`config.mk`:
```
export PLATFORM = sky130hd
export DESIGN_NAME = dspt_timer
export DESIGN_NICKNAME = d
export VERILOG_FILES = /design/src/rtl/dspt_pkg.sv /design/src/rtl/dspt_prescale.sv /design/src/rtl/dspt_timer.sv
export SDC_FILE = /design/constraint.sdc
export NUM_CORES = 1
export LEC_CHECK = 0
export BUFFER_PORTS_ARGS = -buffer_cell sky130_fd_sc_hd__buf_2
export CAP_MARGIN = 20
export CORE_MARGIN = 1.5
export CORE_UTILIZATION = 40
export CTS_BUF_LIST = sky130_fd_sc_hd__clkbuf_16
export DETAILED_ROUTE_END_ITERATION = 10
export MAX_ROUTING_LAYER = met4
export PLACE_DENSITY = 0.61
export SYNTH_ARGS = -nofsm -noshare
export SYNTH_HDL_FRONTEND = slang
export SYNTH_SLANG_ARGS = --single-unit
```
`constraint.sdc`:
```
create_clock -name CLK_SYS -period 3.1 [get_ports CLK_SYS]
set_input_delay 0.62 -clock CLK_SYS [delete_from_list [all_inputs] [get_ports CLK_SYS]]
set_output_delay 0.62 -clock CLK_SYS [all_outputs]
set_load 0.01 [all_outputs]
```
`src/rtl/dspt_pkg.sv`:
```
// constants and types for the dual-slope pwm timer
//==========================================================
package dspt_pkg;

  //==========================================================
  // register map
  localparam logic [3:0] ADDR_CTRL = 4'h0;
  localparam logic [3:0] ADDR_CMPA = 4'h1;
  localparam logic [3:0] ADDR_CMPB = 4'h2;
  localparam logic [3:0] ADDR_CAPTOP = 4'h3;
  localparam logic [3:0] ADDR_COUNT = 4'h4;
  localparam logic [3:0] ADDR_FLAGS = 4'h5;

  //==========================================================
  // flag bit positions
  localparam int FLAG_OVF = 0;
  localparam int FLAG_CAP = 1;
  localparam int FLAG_CMPA = 2;
  localparam int FLAG_CMPB = 3;

  //==========================================================
  // waveform mode codes
  localparam logic [3:0] WM_PC_8 = 4'h1;
  localparam logic [3:0] WM_PC_9 = 4'h2;
  localparam logic [3:0] WM_PC_10 = 4'h3;
  localparam logic [3:0] WM_PFC_CAP = 4'h8;
  localparam logic [3:0] WM_PFC_CMPA = 4'h9;
  localparam logic [3:0] WM_PC_CAP = 4'ha;
  localparam logic [3:0] WM_PC_CMPA = 4'hb;

  //==========================================================
  // output mode field codes
  localparam logic [1:0] COM_OFF = 2'h0;
  localparam logic [1:0] COM_TOGGLE = 2'h1;
  localparam logic [1:0] COM_NONINV = 2'h2;
  localparam logic [1:0] COM_INV = 2'h3;

  //==========================================================
  // count limits
  localparam logic [15:0] COUNT_FLOOR = 16'h0000;
  localparam logic [15:0] TOP_8BIT = 16'h00ff;
  localparam logic [15:0] TOP_9BIT = 16'h01ff;
  localparam logic [15:0] TOP_10BIT = 16'h03ff;
  localparam logic [15:0] TOP_MIN = 16'h0003;

  //==========================================================
  // prescale selects and divider end counts
  localparam logic [2:0] PS_STOP = 3'h0;
  localparam logic [2:0] PS_1 = 3'h1;
  localparam logic [2:0] PS_8 = 3'h2;
  localparam logic [2:0] PS_64 = 3'h3;
  localparam logic [2:0] PS_256 = 3'h4;
  localparam logic [2:0] PS_1024 = 3'h5;
  localparam logic [9:0] DIV_END_1 = 10'h000;
  localparam logic [9:0] DIV_END_8 = 10'h007;
  localparam logic [9:0] DIV_END_64 = 10'h03f;
  localparam logic [9:0] DIV_END_256 = 10'h0ff;
  localparam logic [9:0] DIV_END_1024 = 10'h3ff;

  //==========================================================
  // reset values
  localparam logic [15:0] CTRL_RESET = 16'h0000;
  localparam logic [15:0] VALUE_RESET = 16'h0000;

  //==========================================================
  // types
  typedef enum logic {DSPT_UP, DSPT_DOWN} dspt_dir_t;

  typedef struct packed {
    logic [2:0] rsvd;
    logic dir_b;
    logic dir_a;
    logic [2:0] ps_sel;
    logic [1:0] com_b;
    logic [1:0] com_a;
    logic [3:0] wave;
  } dspt_ctrl_t;

  typedef struct packed {
    logic [3:0] addr;
    logic [15:0] wdata;
    logic wr;
    logic rd;
  } dspt_bus_t;

  typedef struct packed {
    dspt_ctrl_t ctrl;
    logic [1:0][15:0] cmp_buf;
    logic [1:0][15:0] cmp;
    logic [15:0] cap_top;
    logic [15:0] cnt;
    dspt_dir_t dir;
    logic [3:0] flags;
    logic [1:0] wave;
    logic [1:0] oe;
    logic [15:0] rdata;
  } dspt_state_t;

  typedef struct packed {
    logic [9:0] div;
    logic tick;
  } dspt_ps_state_t;

endpackage

```
`src/rtl/dspt_prescale.sv`:
```
// timer tick divider from the system clock
module dspt_prescale (
  input wire logic clk,
  input wire logic srst,
  input wire logic [2:0] sel,
  output logic tick
);

  dspt_pkg::dspt_ps_state_t st_r;
  dspt_pkg::dspt_ps_state_t st_nxt;
  logic [9:0] div_end;

  //==========================================================
  // end count per select
  always_comb
  begin
    case (sel)
      dspt_pkg::PS_1: div_end = dspt_pkg::DIV_END_1;
      dspt_pkg::PS_8: div_end = dspt_pkg::DIV_END_8;
      dspt_pkg::PS_64: div_end = dspt_pkg::DIV_END_64;
      dspt_pkg::PS_256: div_end = dspt_pkg::DIV_END_256;
      dspt_pkg::PS_1024: div_end = dspt_pkg::DIV_END_1024;
      default: div_end = dspt_pkg::DIV_END_1;
    endcase
  end

  //==========================================================
  // divider step, one-cycle tick at wrap
  always_comb
  begin
    st_nxt = st_r;
    st_nxt.tick = 1'b0;
    if (sel == dspt_pkg::PS_STOP || sel > dspt_pkg::PS_1024)
    begin
      st_nxt.div = 10'h000;
    end
    else if (st_r.div >= div_end)
    begin
      st_nxt.div = 10'h000;
      st_nxt.tick = 1'b1;
    end
    else
    begin
      st_nxt.div = 10'(st_r.div + 10'h001);
    end
  end

  // state register
  always_ff @(posedge clk)
  begin
    if (srst)
    begin
      st_r <= '0;
    end
    else
    begin
      st_r <= st_nxt;
    end
  end

  assign tick = st_r.tick;

endmodule // dspt_prescale

```
`src/rtl/dspt_timer.sv`:
```
// dual-slope pwm timer with register port and two compare pins
//
// Chosen here: the placing of the registers and the plain strobed port.
module dspt_timer (
  input wire logic CLK_SYS,
  input wire logic SRST,
  input wire logic [3:0] ADDR,
  input wire logic [15:0] WDATA,
  input wire logic WR,
  input wire logic RD,
  output logic [15:0] RDATA,
  output logic OC_A,
  output logic OC_A_OE,
  output logic OC_B,
  output logic OC_B_OE
);

  //==========================================================
  // declarations
  dspt_pkg::dspt_state_t st_r;
  dspt_pkg::dspt_state_t st_nxt;
  dspt_pkg::dspt_bus_t bus;
  logic tick;
  logic [15:0] top;
  logic [15:0] wmask;
  logic is_pc;
  logic is_pfc;
  logic run;
  logic cap_top_sel;
  logic cmpa_top_sel;
  logic step;
  logic at_top;
  logic at_floor;
  logic [1:0] match;
  logic [1:0] wave_nxt;
  logic [1:0] connected;
  logic [1:0] dir_bits;
  logic [1:0][1:0] com;
  logic [3:0] flag_set;
  logic [3:0] flag_clr;

  // bundle the register port
  assign bus.addr = ADDR;
  assign bus.wdata = WDATA;
  assign bus.wr = WR;
  assign bus.rd = RD;

  //==========================================================
  // timer tick source
  dspt_prescale u_prescale (
    .clk(CLK_SYS),
    .srst(SRST),
    .sel(st_r.ctrl.ps_sel),
    .tick(tick)
  );

  //==========================================================
  // mode decode: family, top source, write mask
  always_comb
  begin
    is_pc = 1'b0;
    is_pfc = 1'b0;
    cap_top_sel = 1'b0;
    cmpa_top_sel = 1'b0;
    top = st_r.cap_top;
    wmask = 16'hffff;
    case (st_r.ctrl.wave)
      dspt_pkg::WM_PC_8:
      begin
        is_pc = 1'b1;
        top = dspt_pkg::TOP_8BIT;
        wmask = dspt_pkg::TOP_8BIT;
      end
      dspt_pkg::WM_PC_9:
      begin
        is_pc = 1'b1;
        top = dspt_pkg::TOP_9BIT;
        wmask = dspt_pkg::TOP_9BIT;
      end
      dspt_pkg::WM_PC_10:
      begin
        is_pc = 1'b1;
        top = dspt_pkg::TOP_10BIT;
        wmask = dspt_pkg::TOP_10BIT;
      end
      dspt_pkg::WM_PC_CAP:
      begin
        is_pc = 1'b1;
        cap_top_sel = 1'b1;
        top = st_r.cap_top;
      end
      dspt_pkg::WM_PC_CMPA:
      begin
        is_pc = 1'b1;
        cmpa_top_sel = 1'b1;
        top = st_r.cmp[0];
      end
      dspt_pkg::WM_PFC_CAP:
      begin
        is_pfc = 1'b1;
        cap_top_sel = 1'b1;
        top = st_r.cap_top;
      end
      dspt_pkg::WM_PFC_CMPA:
      begin
        is_pfc = 1'b1;
        cmpa_top_sel = 1'b1;
        top = st_r.cmp[0];
      end
      default:
      begin
        is_pc = 1'b0;
      end
    endcase
  end

  // counter steps only in a dual-slope mode on a tick
  assign run = is_pc | is_pfc;
  assign step = run & tick;
  assign at_top = (st_r.cnt == top);
  assign at_floor = (st_r.cnt == dspt_pkg::COUNT_FLOOR);

  // per-channel field views
  assign com[0] = st_r.ctrl.com_a;
  assign com[1] = st_r.ctrl.com_b;
  assign dir_bits[0] = st_r.ctrl.dir_a;
  assign dir_bits[1] = st_r.ctrl.dir_b;

  //==========================================================
  // compare channels: match, next output level, pin enable
  for (genvar i = 0; i < 2; i++)
  begin : g_chan
    logic toggle_mode;
    logic inv;
    logic ext_lo;
    logic ext_hi;

    // a compare value above top never matches
    assign match[i] = run && (st_r.cnt == st_r.cmp[i])
      && (st_r.cmp[i] <= top);

    // toggle only for channel a with channel a as top
    assign toggle_mode = (i == 0) && cmpa_top_sel
      && (com[i] == dspt_pkg::COM_TOGGLE);
    assign inv = (com[i] == dspt_pkg::COM_INV);
    assign ext_lo = (st_r.cmp[i] == dspt_pkg::COUNT_FLOOR);
    assign ext_hi = (st_r.cmp[i] == top);

    // level chosen at each step
    always_comb
    begin
      if (toggle_mode)
      begin
        wave_nxt[i] = st_r.wave[i] ^ match[i];
      end
      else if (ext_lo)
      begin
        wave_nxt[i] = inv;
      end
      else if (ext_hi)
      begin
        wave_nxt[i] = ~inv;
      end
      else if (match[i])
      begin
        // up: clear (normal); down: set (normal)
        wave_nxt[i] = (st_r.dir == dspt_pkg::DSPT_DOWN) ^ inv;
      end
      else
      begin
        wave_nxt[i] = st_r.wave[i];
      end
    end

    // pwm codes connect either channel, toggle only channel a
    assign connected[i] = run && ((com[i] == dspt_pkg::COM_NONINV)
      || (com[i] == dspt_pkg::COM_INV) || toggle_mode);
  end

  //==========================================================
  // hardware flag events
  always_comb
  begin
    flag_set = 4'h0;
    flag_set[dspt_pkg::FLAG_OVF] = step & at_floor;
    flag_set[dspt_pkg::FLAG_CAP] = step & at_top & cap_top_sel;
    flag_set[dspt_pkg::FLAG_CMPA] = step & (match[0]
      | (at_top & cmpa_top_sel));
    flag_set[dspt_pkg::FLAG_CMPB] = step & match[1];
  end

  // software clear, write one to clear
  assign flag_clr = (bus.wr && bus.addr == dspt_pkg::ADDR_FLAGS)
    ? bus.wdata[3:0] : 4'h0;

  //==========================================================
  // next state
  always_comb
  begin
    st_nxt = st_r;
    st_nxt.rdata = 16'h0000;

    // sticky flags, a set beats a clear in the same cycle
    st_nxt.flags = (st_r.flags & ~flag_clr) | flag_set;

    // counter and direction
    if (step)
    begin
      case (st_r.dir)
        dspt_pkg::DSPT_UP:
        begin
          if (at_top)
          begin
            // top is held for one tick, then we turn
            st_nxt.dir = dspt_pkg::DSPT_DOWN;
            st_nxt.cnt = 16'(st_r.cnt - 16'h0001);
          end
          else
          begin
            st_nxt.cnt = 16'(st_r.cnt + 16'h0001);
          end
        end
        dspt_pkg::DSPT_DOWN:
        begin
          if (at_floor)
          begin
            st_nxt.dir = dspt_pkg::DSPT_UP;
            st_nxt.cnt = 16'(st_r.cnt + 16'h0001);
          end
          else
          begin
            st_nxt.cnt = 16'(st_r.cnt - 16'h0001);
          end
        end
        default:
        begin
          st_nxt.dir = dspt_pkg::DSPT_UP;
        end
      endcase
      st_nxt.wave = wave_nxt;
    end

    // buffered compare reload at the update point
    if (!run)
    begin
      st_nxt.cmp = st_r.cmp_buf;
    end
    else if (step && is_pc && at_top)
    begin
      st_nxt.cmp = st_r.cmp_buf;
    end
    else if (step && is_pfc && at_floor)
    begin
      st_nxt.cmp = st_r.cmp_buf;
    end

    // pins enabled only when direction bit selects output
    st_nxt.oe = connected & dir_bits;

    // register writes
    if (bus.wr)
    begin
      case (bus.addr)
        dspt_pkg::ADDR_CTRL:
        begin
          st_nxt.ctrl = dspt_pkg::dspt_ctrl_t'(bus.wdata);
          st_nxt.ctrl.rsvd = 3'h0;
        end
        dspt_pkg::ADDR_CMPA:
        begin
          st_nxt.cmp_buf[0] = bus.wdata & wmask;
        end
        dspt_pkg::ADDR_CMPB:
        begin
          st_nxt.cmp_buf[1] = bus.wdata & wmask;
        end
        dspt_pkg::ADDR_CAPTOP:
        begin
          st_nxt.cap_top = bus.wdata;
        end
        default:
        begin
          st_nxt.cap_top = st_r.cap_top;
        end
      endcase
    end

    // register reads, data valid one cycle later only
    if (bus.rd)
    begin
      case (bus.addr)
        dspt_pkg::ADDR_CTRL: st_nxt.rdata = 16'(st_r.ctrl);
        dspt_pkg::ADDR_CMPA: st_nxt.rdata = st_r.cmp_buf[0];
        dspt_pkg::ADDR_CMPB: st_nxt.rdata = st_r.cmp_buf[1];
        dspt_pkg::ADDR_CAPTOP: st_nxt.rdata = st_r.cap_top;
        dspt_pkg::ADDR_COUNT: st_nxt.rdata = st_r.cnt;
        dspt_pkg::ADDR_FLAGS: st_nxt.rdata = {12'h000, st_r.flags};
        default: st_nxt.rdata = 16'h0000;
      endcase
    end
  end

  //==========================================================
  // state register
  always_ff @(posedge CLK_SYS)
  begin
    if (SRST)
    begin
      st_r <= '0;
      st_r.ctrl <= dspt_pkg::dspt_ctrl_t'(dspt_pkg::CTRL_RESET);
      st_r.cap_top <= dspt_pkg::VALUE_RESET;
      st_r.cnt <= dspt_pkg::COUNT_FLOOR;
      st_r.dir <= dspt_pkg::DSPT_UP;
    end
    else
    begin
      st_r <= st_nxt;
    end
  end

  //==========================================================
  // outputs straight from state
  assign RDATA = st_r.rdata;
  assign OC_A = st_r.wave[0];
  assign OC_B = st_r.wave[1];
  assign OC_A_OE = st_r.oe[0];
  assign OC_B_OE = st_r.oe[1];

endmodule // dspt_timer

```
# Word-level counts from Yosys, hierarchy flattened
# Cells that the tools add are included.
# totals
register_bits,145
inputBits,24
# op_classes
add_sub_neg,3
order_cmp,4
n_eq_ne,27
n_mux,25
n_bitwise,21
reduce_logical,36
# ops
operator,count
two-way mux 32 bit,3
case mux 16 bit (6 select lines),1
equality test 16 bit,5
case mux 16 bit (4 select lines),1
zero test 16 bit,3
case mux 16 bit (3 select lines),1
case mux 10 bit (4 select lines),1
case mux 17 bit (2 select lines),1
less-or-equal comparator 16 bit,2
two-way mux 16 bit,2
"adder 16 x 1 -> 16 bit, second input constant",1
AND 16 bit,1
"equality test 4 x 2 -> 1 bit, second input constant",4
"equality test 4 bit, second input constant",4
"subtractor 16 x 1 -> 16 bit, second input constant",1
two-way mux 1 bit,14
logical AND 1 bit,12
AND reduction 2 bit,6
"adder 10 x 1 -> 10 bit, second input constant",1
>= comparator 10 bit,1
OR reduction 2 bit,5
"equality test 2 bit, second input constant",4
"equality test 4 x 1 -> 1 bit, second input constant",2
"equality test 4 x 3 -> 1 bit, second input constant",2
21 further kinds,38

# Longest topological paths before layout
# Gate-level depths: netlist of run 1.
# depth
word_depth,10
mapped_depth,17
ltp_nobuf,15

# Cells and area by module
# From an unflattened synthesis of run 1, not the netlist that was laid out.
# unflattened
cells_unflattened,1085
hier_area_um2,8794.7
# modules_own_cells
mod,instances,cells_per_inst,area_per_inst_um2
dspt_timer,1,1003,8055.2
dspt_prescale,1,82,739.5

# Worst setup path before layout of run 1
# Ideal clock, no wire load.
# synth_path
kind,register -> register
start,register st_r[31] (netlist bit)
end,register st_r[35] (netlist bit)
setup_time_ns,0.128
arrival_time_ns,3.063
required_time_ns,2.972
setup_slack_ns,-0.091
stages_incl_launch_ff,12
n_path_buf,2
synth_period_minus_slack_ns,3.191
cell_sequence,dfxtp_1 buf_6 or4_4 or3_4 or3_4 or3_4 and2_4 a31oi_4 buf_6 mux2_1 xnor2_1 nor2_1
# synth_via
elab_chain_cells,3
word_cells_on_any_way,7
# synth_rtl
item,line_no,source
from (decl),dspt_timer.sv:20,dspt_pkg::dspt_state_t st_r;
from (signal assigned),dspt_timer.sv:317,st_r <= st_nxt;
"subtractor 16 x 1 -> 16 bit, or another cell as far along","dspt_timer.sv:216, dspt_timer.sv:232",
two-way mux 16 bit (on tied branches),"dspt_timer.sv:225, dspt_timer.sv:212",
case mux 17 bit (2 select lines) (*),dspt_timer.sv:209,case (st_r.dir)
# Every way passes the cells marked *; elsewhere a longest branch is shown, timed or not.
# A chain may end at the register's enable or synchronous reset.

# Worst setup path after layout of run 1
# layout_path
start,register st_r[31] (netlist bit)
end,register st_r[37] (netlist bit)
# The elaborated chain is that of the path after synthesis.

==> results of run 1 <==
-- critical path, cell delays in order, from the launching register on --
cell,delay [ps]
dfxtp_2,320
or4_4,540
or3_4,350
or3_4,340
or3_4,330
and2_4,170
a31oi_4,250
buf_6,170
mux2i_2,220
xnor2_1,140
nor2_1,50
-- flip-flops by register name (all words and copies together) (netlist names) --
name,cells
st_r,108
OC_A,1
dir_bits,2
OC_B,1
OC_B_OE,1
OC_A_OE,1
RDATA,16
u_prescale.st_r,10
com,4
u_prescale.tick,1
-- timing repair --
action,4_1_cts,5_1_grt
resized for setup,8,31
gates cloned,1,0
setup buffers,2,5
endpoints found under the hold margin,0,0
endpoints found under the setup margin,6,48
pin swaps,0,6
-- cell families after synthesis --
family | synth area share
mux | 0.0544
buf+inv | 0.0672
compound gates | 0.175
simple gates | 0.224
flops | 0.341
fa+ha+maj | 0.0659
xor+xnor | 0.0720
-- path summary, 6_finish.rpt --
path	end	slack [ps]	cells after the start	from
min	st_r[44]	400	2	SRST
min reg2reg	st_r[98]	480	2	st_r[98]
max	st_r[37]	60	10	st_r[31]
max reg2reg	st_r[37]	60	10	st_r[31]
-- per-layer routing --
| layer | vias up | global-route usage | part of all wire |
|---|---|---|---|
| met5 | - | - | 0 |
| met4 | 0 | 0.0767 | 0.021 |
| met3 | 40 | 0.0394 | 0.064 |
| met2 | 295 | 0.407 | 0.46 |
| met1 | 3816 | 0.349 | 0.45 |
| li1 | 3864 | - | - |
-- Yosys cell counts, types with 4 or more instances --
| library cell | number |
|---|---|
| a211oi_1 | 5 |
| inv_1 | 38 |
| nand3b_1 | 4 |
| xnor2_1 | 42 |
| nor4_1 | 17 |
| buf_4 | 16 |
| a221oi_1 | 8 |
| nand2_1 | 156 |
| clkbuf_1 | 66 |
| nand2b_1 | 11 |
| or3_1 | 6 |
| o221ai_1 | 6 |
| a22oi_1 | 11 |
| a21boi_0 | 4 |
| and2_1 | 7 |
| nand3_1 | 29 |
| a21o_1 | 17 |
| nand4_1 | 21 |
| nor2_1 | 82 |
| a222oi_1 | 16 |
| o21ai_0 | 20 |
| nor2b_1 | 13 |
| a21oi_1 | 106 |
| a2111oi_0 | 9 |
| nor3_1 | 19 |
| mux2i_1 | 44 |
| ha_1 | 44 |
| and3_1 | 8 |
| nor4b_1 | 5 |
| buf_2 | 7 |
| dfxtp_1 | 145 |
| xor2_1 | 28 |
-- power by group through the flow --
stage / logic, mW / registers (mW) / clock network (mW)
3_5_place_dp: 0.413 / 1.93 / 0
6_report: 0.460 / 1.89 / 2.09
2_1_floorplan: 0.262 / 1.93 / 0
4_1_cts: 0.428 / 1.89 / 2.12
5_1_grt: 0.495 / 1.89 / 2.19
3_3_place_gp: 0.410 / 1.93 / 0
-- layout by cell type, fill, tap and decap left out, types with 4 or more instances in the layout --
| cell type | n |
|---|---|
| nand2_1 | 156 |
| dfxtp_1 | 143 |
| a21oi_1 | 105 |
| buf_4 | 92 |
| nor2_1 | 81 |
| ha_1 | 44 |
| xnor2_1 | 42 |
| buf_2 | 42 |
| mux2i_1 | 40 |
| inv_1 | 38 |
| nand3_1 | 29 |
| xor2_1 | 27 |
| nand4_1 | 21 |
| o21ai_0 | 18 |
| nor3_1 | 17 |
| a21o_1 | 17 |
| clkbuf_16 | 17 |
| a222oi_1 | 16 |
| nor4_1 | 16 |
| nor2b_1 | 13 |
| a22oi_1 | 11 |
| nand2b_1 | 10 |
| and3_1 | 8 |
| and2_1 | 7 |
| or3_1 | 6 |
| a2111oi_0 | 6 |
| inv_8 | 6 |
| a221oi_4 | 5 |
| a211oi_1 | 5 |
| nand3b_1 | 4 |
| o221ai_1 | 4 |
| a21boi_0 | 4 |
-- stage by stage --
step	std cells	worst slack [ps]	instance area [um^2]	utilization
floorplan	1059	0.570	8510	-
CTS	1408	2.29	10000	0.479
finish	1413	60.6	10200	0.488
global route	1413	-32.8	10200	0.488
detailed placement	1373	-49.3	9380	0.448
global placement	1373	-3.85	9380	0.448
-- area by class of cell --
| cell class | instances | area, um^2 |
|---|---|---|
| fillers | 2082 | 10700 |
| multi-input cells | 785 | 5280 |
| flip-flops and latches | 145 | 2910 |
| repair buffers | 138 | 963 |
| clock buffers | 17 | 425 |
| well taps | 275 | 344 |
| clock inverters | 15 | 176 |
| inverters | 38 | 143 |
==> impl_metrics.tcl, run 1 <==
set metrics [dict create \
    clkPwrFrac 0.470 \
    cts_sinks 145 \
    cts_buffers 17 \
    cts_root_buffer "clkbuf_16" \
    via_count 8015 \
    die_w_um 149 \
    synth_edf_count 0 \
    drive_gt1_frac 0.189 \
    ant_nets 0 \
    clock_path_buffers 2 \
    start_util 0.406 \
    timing.fmax_mhz 329 \
    worst_pin_slew_ps 818 \
    synth.area.top_cells "dfxtp_1, nand2_1, ha_1" \
    period_minus_slack_ps 3040 \
    critPathMaxFanout 5 \
    nNetsFinal 1193 \
    cp_data_arrival_time_ps 3330 \
    status "complete, no violations" \
    die_y_um 149 \
    skew_ps 12.7 \
    maxCapViolCount 0 \
    port_buffers 43 \
    hold_path_class "in2reg" \
    synth_largest_area_cell "dfxtp_1" \
    antenna_cells 0 \
    startpoint_type "flip-flop" \
    vdd_drop_max_mv 0.474 \
    syn_area_mm2 0.00851 \
    async_flop_share 0 \
    drc 0 \
    ys_warn_count 0 \
    finalHoldViolCount 0 \
    setup_viol 0 \
    drt_iter0_drc 788 \
    hpwl_um 20400 \
    grt_pass1_vias 7670 \
    pwr_density_cell_mw_per_mm2 434 \
    min_period_over_period 0.980 \
    grt_pass1_wl_um 42800 \
    dr.pass1.iters 6 \
    path_class "reg2reg" \
    required_ps 3390 \
    switching_share 0.286 \
    slew_headroom 0.455 \
    finalMaxSlewViolations 0 \
    grt_max_degree 76 \
    final.setup.tns_ps 0 \
    antenna_found_initial 0 \
    crit_path_end_kind "flip-flop" \
    syn_area_per_cell_um2 8.04 \
    num_rows 53 \
    clkLatencyLatePin_ps 440 \
    path_clk_slew_ps 70 \
    p_switching_mw 1.27 \
    grt_overflow 0 \
    vias_per_cell 5.67 \
    postSynthCellCount 1059 \
    synth_cell_type_count 67 \
    ys_seq_area_frac 0.341 \
    hold_slack_ps 397 \
    grt.total_usage 0.261 \
    rsz0062_at_grt "yes" \
    internal-power_mw 3.17 \
    dieArea_mm2 0.0222 \
    sequentialPowerShare 0.426 \
    p_leak_nw 3.85 \
    ys_seq_elements 145 \
    htreeDepth 4 \
    core-area_mm2 0.0210 \
    place_congestion 0.966 \
    total_power_mw 4.44 \
    wl_per_cell_um 19.4 \
    power_frac_comb 0.104 \
    area_delta_synth_final_pct 20.3 \
    wl_um 27500 \
    syn_nets 1127 \
    cts_tree "yes" \
    pin_count 44 \
    ctsHoldBuffers 0 \
    dominantRegCellSynth "dfxtp_1" \
    synth.top_cell.area_share 0.341 \
]
No activity file was read; power rests on OpenSTA's default activity.
==> inputs of run 2 (changes only) <==
Settings changed: SYNTH_HIERARCHICAL set to 1.
==> impl_metrics.tcl, run 2 <==
set metrics [dict create \
    status "finished with violations" \
    violations "setup timing" \
    dominantRegCellSynth "dfxtp_1" \
    cts_sinks 145 \
    hpwl_um 21200 \
    crit_path_end_kind "flip-flop" \
    rsz0062_at_grt "yes" \
    die_y_um 151 \
    wl_per_cell_um 19.7 \
    gr-usage-met3 0.0425 \
    synth.area.top_cells "dfxtp_1, ha_1, a21oi_1" \
    clkLatencyLatePin_ps 430 \
    synth_edf_count 0 \
    vdd_drop_max_mv 0.367 \
    syn_nets 1155 \
    placed_cell_area_mm2 0.00988 \
    slew_headroom 0.475 \
    critPathMaxFanout 6 \
    via_count 8490 \
    cts_tree "yes" \
    use_met1 0.346 \
    ys_seq_elements 145 \
    grt_max_degree 77 \
    setup_viol 1 \
    finalMaxSlewViolations 0 \
    skew_ps 11.9 \
    place_congestion 0.956 \
    dp_slack_ps -278 \
    synthTopCellsByCount "nand2_1, dfxtp_1, a21oi_1, nor2_1, clkbuf_1" \
    synth.top_cell.area_share 0.330 \
    port_buffers 43 \
    vias_per_cell 5.78 \
    worst_pin_slew_ps 785 \
    r2r_cells 13 \
    drc 0 \
    cpMostUsedCell "buf_4" \
    synth_cell_type_count 78 \
    ys_seq_area_frac 0.330 \
    cp_data_arrival_time_ps 3450 \
    postSynthCellCount 1085 \
    path_class "reg2reg" \
    required_ps 3440 \
    path_clk_slew_ps 60 \
    r2r_end "st_r[22]" \
    critPathLaunch "st_r[124]" \
    core-area_mm2 0.0217 \
    ant_nets 0 \
    dr.pass1.iters 8 \
    timing.fmax_mhz 322 \
    synth_most_common_cell "nand2_1" \
    p_leak_nw 4.25 \
    syn_area_mm2 0.00879 \
    syn_area_per_cell_um2 8.11 \
    start_util 0.406 \
    ctsHoldBuffers 0 \
    rr_startpoint "st_r[124]" \
    grt_overflow 0 \
    htreeDepth 4 \
    final_common_cell "nand2_1" \
    clock_path_buffers 2 \
    hold_path_class "in2reg" \
    rrSetupSlack_ps -7 \
    cp_slowest_stage_delay_ps 450 \
    antenna_cells 0 \
    min_from "WDATA[15]" \
    layout_setup_ws_ps -6.51 \
    largest_register "st_r" \
    cp_slowest_cell "or4_4" \
    grt_pass1_vias 8040 \
    fill_cells 2076 \
    cts_buffers 17 \
    async_flop_share 0 \
    drive_gt1_frac 0.228 \
    die_w_um 151 \
    worstHoldPathCells 3 \
    crit_chain "buf_4 > buf_4 > and3b_1 > a221oi_4 > ha_1 > nand3_1 > nor3_4 > nand3_2 > or4_4 > a2111oi_4 > buf_4 > a21oi_1 > o31ai_1" \
    area_delta_synth_final_pct 23.5 \
    grt.total_usage 0.266 \
    largest_register_ff_count 108 \
    finalInstanceArea_mm2 0.0109 \
    ys_warn_count 6 \
    dieArea_mm2 0.0229 \
    met2_usage 0.416 \
    nNetsFinal 1245 \
    antenna_found_initial 0 \
    grt_pass1_wl_um 44700 \
    maxCapViolCount 0 \
    final_cell_mix "nand2_1, dfxtp_1, a21oi_1, buf_4, nor2_1" \
    wl_um 28900 \
    busiest_layer "met2" \
    hold_slack_ps 457 \
    min_period_over_period 1.00 \
    pwr_density_cell_mw_per_mm2 396 \
    pin_count 44 \
    finalHoldViolCount 0 \
    drt_iter0_drc 696 \
    startpoint_type "flip-flop" \
    synth_largest_area_cell "dfxtp_1" \
    period_minus_slack_ps 3110 \
    worstHoldEndpoint "st_r[56]" \
    cts_root_buffer "clkbuf_16" \
    num_rows 54 \
]
-- run 2: cell types whose count changed after synthesis, sizes merged, moves of 9 or more --
cell,previous run,this run
inv,38,24
mux2,2,11
nand2,156,147
nand3,29,39
nor3,19,32
xnor2,42,30
-- run 2: cell type report --
class                           count  area [um^2]  area share
Timing Repair Buffer              164         1220       0.112
Inverter                           25         93.8     0.00864
Sequential cell                   145         2910       0.268
Multi-Input combinational cell    822         5750       0.529
Tap cell                          280          350      0.0323
Clock buffer                       17          425      0.0392
Clock inverter                     15          114      0.0105
-- run 2: timing repair --
item | 4_1_cts | 5_1_grt
buffers inserted | 5 | 6
pin swaps | 18 | 27
setup endpoints to repair | 46 | 36
gates resized for setup | 28 | 39
gates cloned | 0 | 0
-- run 2: stage by stage --
stage	power [mW]	setup TNS, ps	util	std cells
2_1_floorplan	2.19	0	-	1085
3_5_place_dp	2.36	-6240	0.456	1425
3_3_place_gp	2.35	-4700	0.456	1425
6_report	4.31	-6.51	0.501	1468
4_1_cts	4.28	-29.1	0.490	1462
5_1_grt	4.46	-683	0.501	1468
-- run 2: metal layers --
metal | wire length, um | share of wire | up-vias
li1 | - | - | 4056
met5 | 0 | 0 | -
met4 | 821 | 0.028 | 0
met3 | 1550 | 0.054 | 52
met1 | 13000 | 0.45 | 4079
met2 | 13400 | 0.47 | 303
-- run 2: cells by family after synthesis --
kind of cell    share of synthesized area
simple gates                        0.246
buf+inv                            0.0606
compound gates                      0.180
fa+ha+maj                          0.0666
xor+xnor                           0.0598
flops                               0.330
mux                                0.0578
-- run 2: power by group --
group | internal (mW) | switching [mW]
Sequential | 1.88 | 0.0178
Combinational | 0.224 | 0.283
Clock | 1.03 | 0.876
Total | 3.13 | 1.18
-- run 2: worst max path at each step --
stage / end / slack (ps) / depth (start not counted)
after floorplan: OC_A / 6 / 11
after global placement: st_r[22] / -250 / 12
after detailed placement: st_r[22] / -280 / 13
after CTS: st_r[22] / -30 / 13
after global routing: st_r[22] / -160 / 11
final: st_r[22] / -7 / 13
-- run 2: worst max-delay path, delay by kind of cell (launching register included) --
kind / cells / cell delay (ps)
buf+inv: 3 / 460
compound gates: 4 / 910
flops: 1 / 360
simple gates: 5 / 1080
fa+ha+maj: 1 / 190
==> inputs of run 3 (changes only) <==
Settings changed: ABC_AREA set to 1, REMOVE_ABC_BUFFERS set to 1.
==> impl_metrics.tcl, run 3 <==
set metrics [dict create \
    worst_pin_slew_ps 826 \
    synth_largest_area_cell "dfxtp_1" \
    antenna_cells 0 \
    synth_mux_area_frac 0 \
    r2r_end "OC_A" \
    vdd_drop_max_mv 0.318 \
    worstHoldEndpoint "st_r[82]" \
    finalMaxSlewViolations 0 \
    nNetsFinal 1428 \
    cts_root_buffer "clkbuf_16" \
    finalInstanceArea_mm2 0.0101 \
    post_cts_buffers 0 \
    gr-usage-met3 0.0341 \
    synth_top_family_by_area "simple AND/OR/NAND/NOR gates" \
    synth.top_cell.area_share 0.324 \
    total_power_mw 4.59 \
    use_met1 0.369 \
    dp_slack_ps 160 \
    grt_overflow 0 \
    path_class "reg2reg" \
    die_y_um 153 \
    critPathMaxFanout 10 \
    power_frac_comb 0.121 \
    crit_path_end_kind "flip-flop" \
    drive_gt1_frac 0.109 \
    cts_buffers 17 \
    drc 0 \
    port_buffers 43 \
    min_from "st_r[114]" \
    cts_tree "yes" \
    largest_register_ff_count 108 \
    via_count 9091 \
    clkPwrFrac 0.462 \
    hold_slack_ps 465 \
    sequentialPowerShare 0.417 \
    core-area_mm2 0.0219 \
    synth_edf_count 0 \
    finalHoldViolCount 0 \
    num_rows 54 \
    min_period_over_period 0.913 \
    final_cell_mix "nand2_1, inv_1, dfxtp_1, a21oi_1, nand3_1" \
    maxCapViolCount 0 \
    setup_viol 0 \
    path_clk_slew_ps 70 \
    p_switching_mw 1.43 \
    rsz0062_at_grt "no" \
    synth_fa_ha_area_frac 0.0642 \
    drt_iter0_drc 997 \
    pwr_density_cell_mw_per_mm2 455 \
    pin_count 44 \
    switching_share 0.310 \
    slew_headroom 0.449 \
    async_flop_share 0 \
    hold_path_class "reg2reg" \
    timing.fmax_mhz 353 \
    antenna_found_initial 0 \
    htreeDepth 4 \
    startpoint_type "flip-flop" \
    synth.area.top_cells "dfxtp_1, nand2_1, a21oi_1" \
    clkLatencyLatePin_ps 440 \
    cts_sinks 145 \
    r2r_cells 17 \
    largest_register "st_r" \
    period_minus_slack_ps 2830 \
    layout_setup_ws_ps 271 \
    stdcell_count 1651 \
    required_ps 3430 \
    ys_seq_elements 145 \
    skew_ps 17.6 \
    grt.total_usage 0.264 \
    ys_warn_count 6 \
    wl_per_cell_um 18.1 \
    met2_usage 0.400 \
    grt_pass1_wl_um 47200 \
    busiest_layer "met2" \
    dr.pass1.iters 5 \
    postSynthCellCount 1328 \
    p_leak_nw 4.32 \
    ant_nets 0 \
    grt_pass1_vias 8351 \
    ys_seq_area_frac 0.324 \
    rrSetupSlack_ps 270 \
    dp_cells 1619 \
    syn_area_mm2 0.00897 \
    status "complete, no violations" \
    clock_path_buffers 2 \
    internal-power_mw 3.17 \
    rr_startpoint "st_r[121]" \
    wl_um 29800 \
    start_util 0.410 \
    synthTopCellsByCount "nand2_1, inv_1, dfxtp_1, a21oi_1, nand3_1" \
    final_common_cell "nand2_1" \
    die_w_um 153 \
    cp_data_arrival_time_ps 3160 \
    final_util 0.462 \
    placed_cell_area_mm2 0.00948 \
    synth_compound_area_frac 0.176 \
    final.setup.tns_ps 0 \
    dominantRegCellSynth "dfxtp_1" \
    syn_area_per_cell_um2 6.76 \
    synth_most_common_cell "nand2_1" \
    vias_per_cell 5.51 \
    dieArea_mm2 0.0233 \
    place_congestion 0.999 \
    area_delta_synth_final_pct 12.7 \
    worstHoldPathCells 2 \
    grt_max_degree 33 \
    synth_cell_type_count 45 \
    synth_xor_area_frac 0.0391 \
    synth-simple-area-share 0.285 \
    hpwl_um 22700 \
]
==> run 3: per-layer routing <==
metal	share of wire	vias to the layer above	routed length (um)
li1	-	4492	-
met1	0.46	4210	13800
met2	0.44	353	13100
met3	0.081	36	2410
met4	0.016	0	479
met5	0	-	0
==> run 3: area by class of cell <==
cell class | instances | area, um^2
clock buffers | 17 | 425
clock inverters | 15 | 191
fillers | 2296 | 11800
inverters | 161 | 607
multi-input cells | 943 | 5060
flip-flops and latches | 145 | 2900
well taps | 280 | 350
repair buffers | 90 | 568
==> run 3: power by group through the flow <==
stage	Clock, mW	Sequential, mW	Combinational (mW)
global route	2.22	1.92	0.620
CTS	2.15	1.91	0.547
global placement	0	1.96	0.542
finish	2.12	1.92	0.556
detailed placement	0	1.96	0.545
floorplan	0	1.95	0.356
==> run 3: worst max path at each step <==
stage | start | to | slack [ps]
2_1_floorplan | st_r[121] | OC_A | 230
3_3_place_gp | st_r[124] | OC_A | 240
3_5_place_dp | st_r[124] | OC_A | 160
4_1_cts | st_r[124] | OC_A | 160
5_1_grt | st_r[123] | OC_A | 30
6_report | st_r[121] | OC_A | 270
==> run 3: cells by family (layout without fill, tap and decap cells) <==
logic type,after synthesis,in the layout
simple gates,569,569
xor+xnor,40,40
fa+ha+maj,46,46
compound gates,288,288
buf+inv,240,283
flops,145,145
==> run 3: critical path, stage by stage (launching register included) <==
cell     delay [ps]
dfxtp_1         490
nand3_4         170
inv_4           140
nand2_1          70
o21ai_1         150
inv_1           100
ha_1            300
nand2_1          80
nor2_2          120
nand4_1         200
nor3_1          200
nand4_1         160
nand2_1         140
nand3_1         120
nand2_1         100
nand2_1          50
nor2_1          100
nor2_1           40
==> run 3: timing repair <==
item,CTS,global route
hold endpoints to repair,0,0
setup endpoints to repair,0,5
hold buffers,0,0
resized for setup,0,4
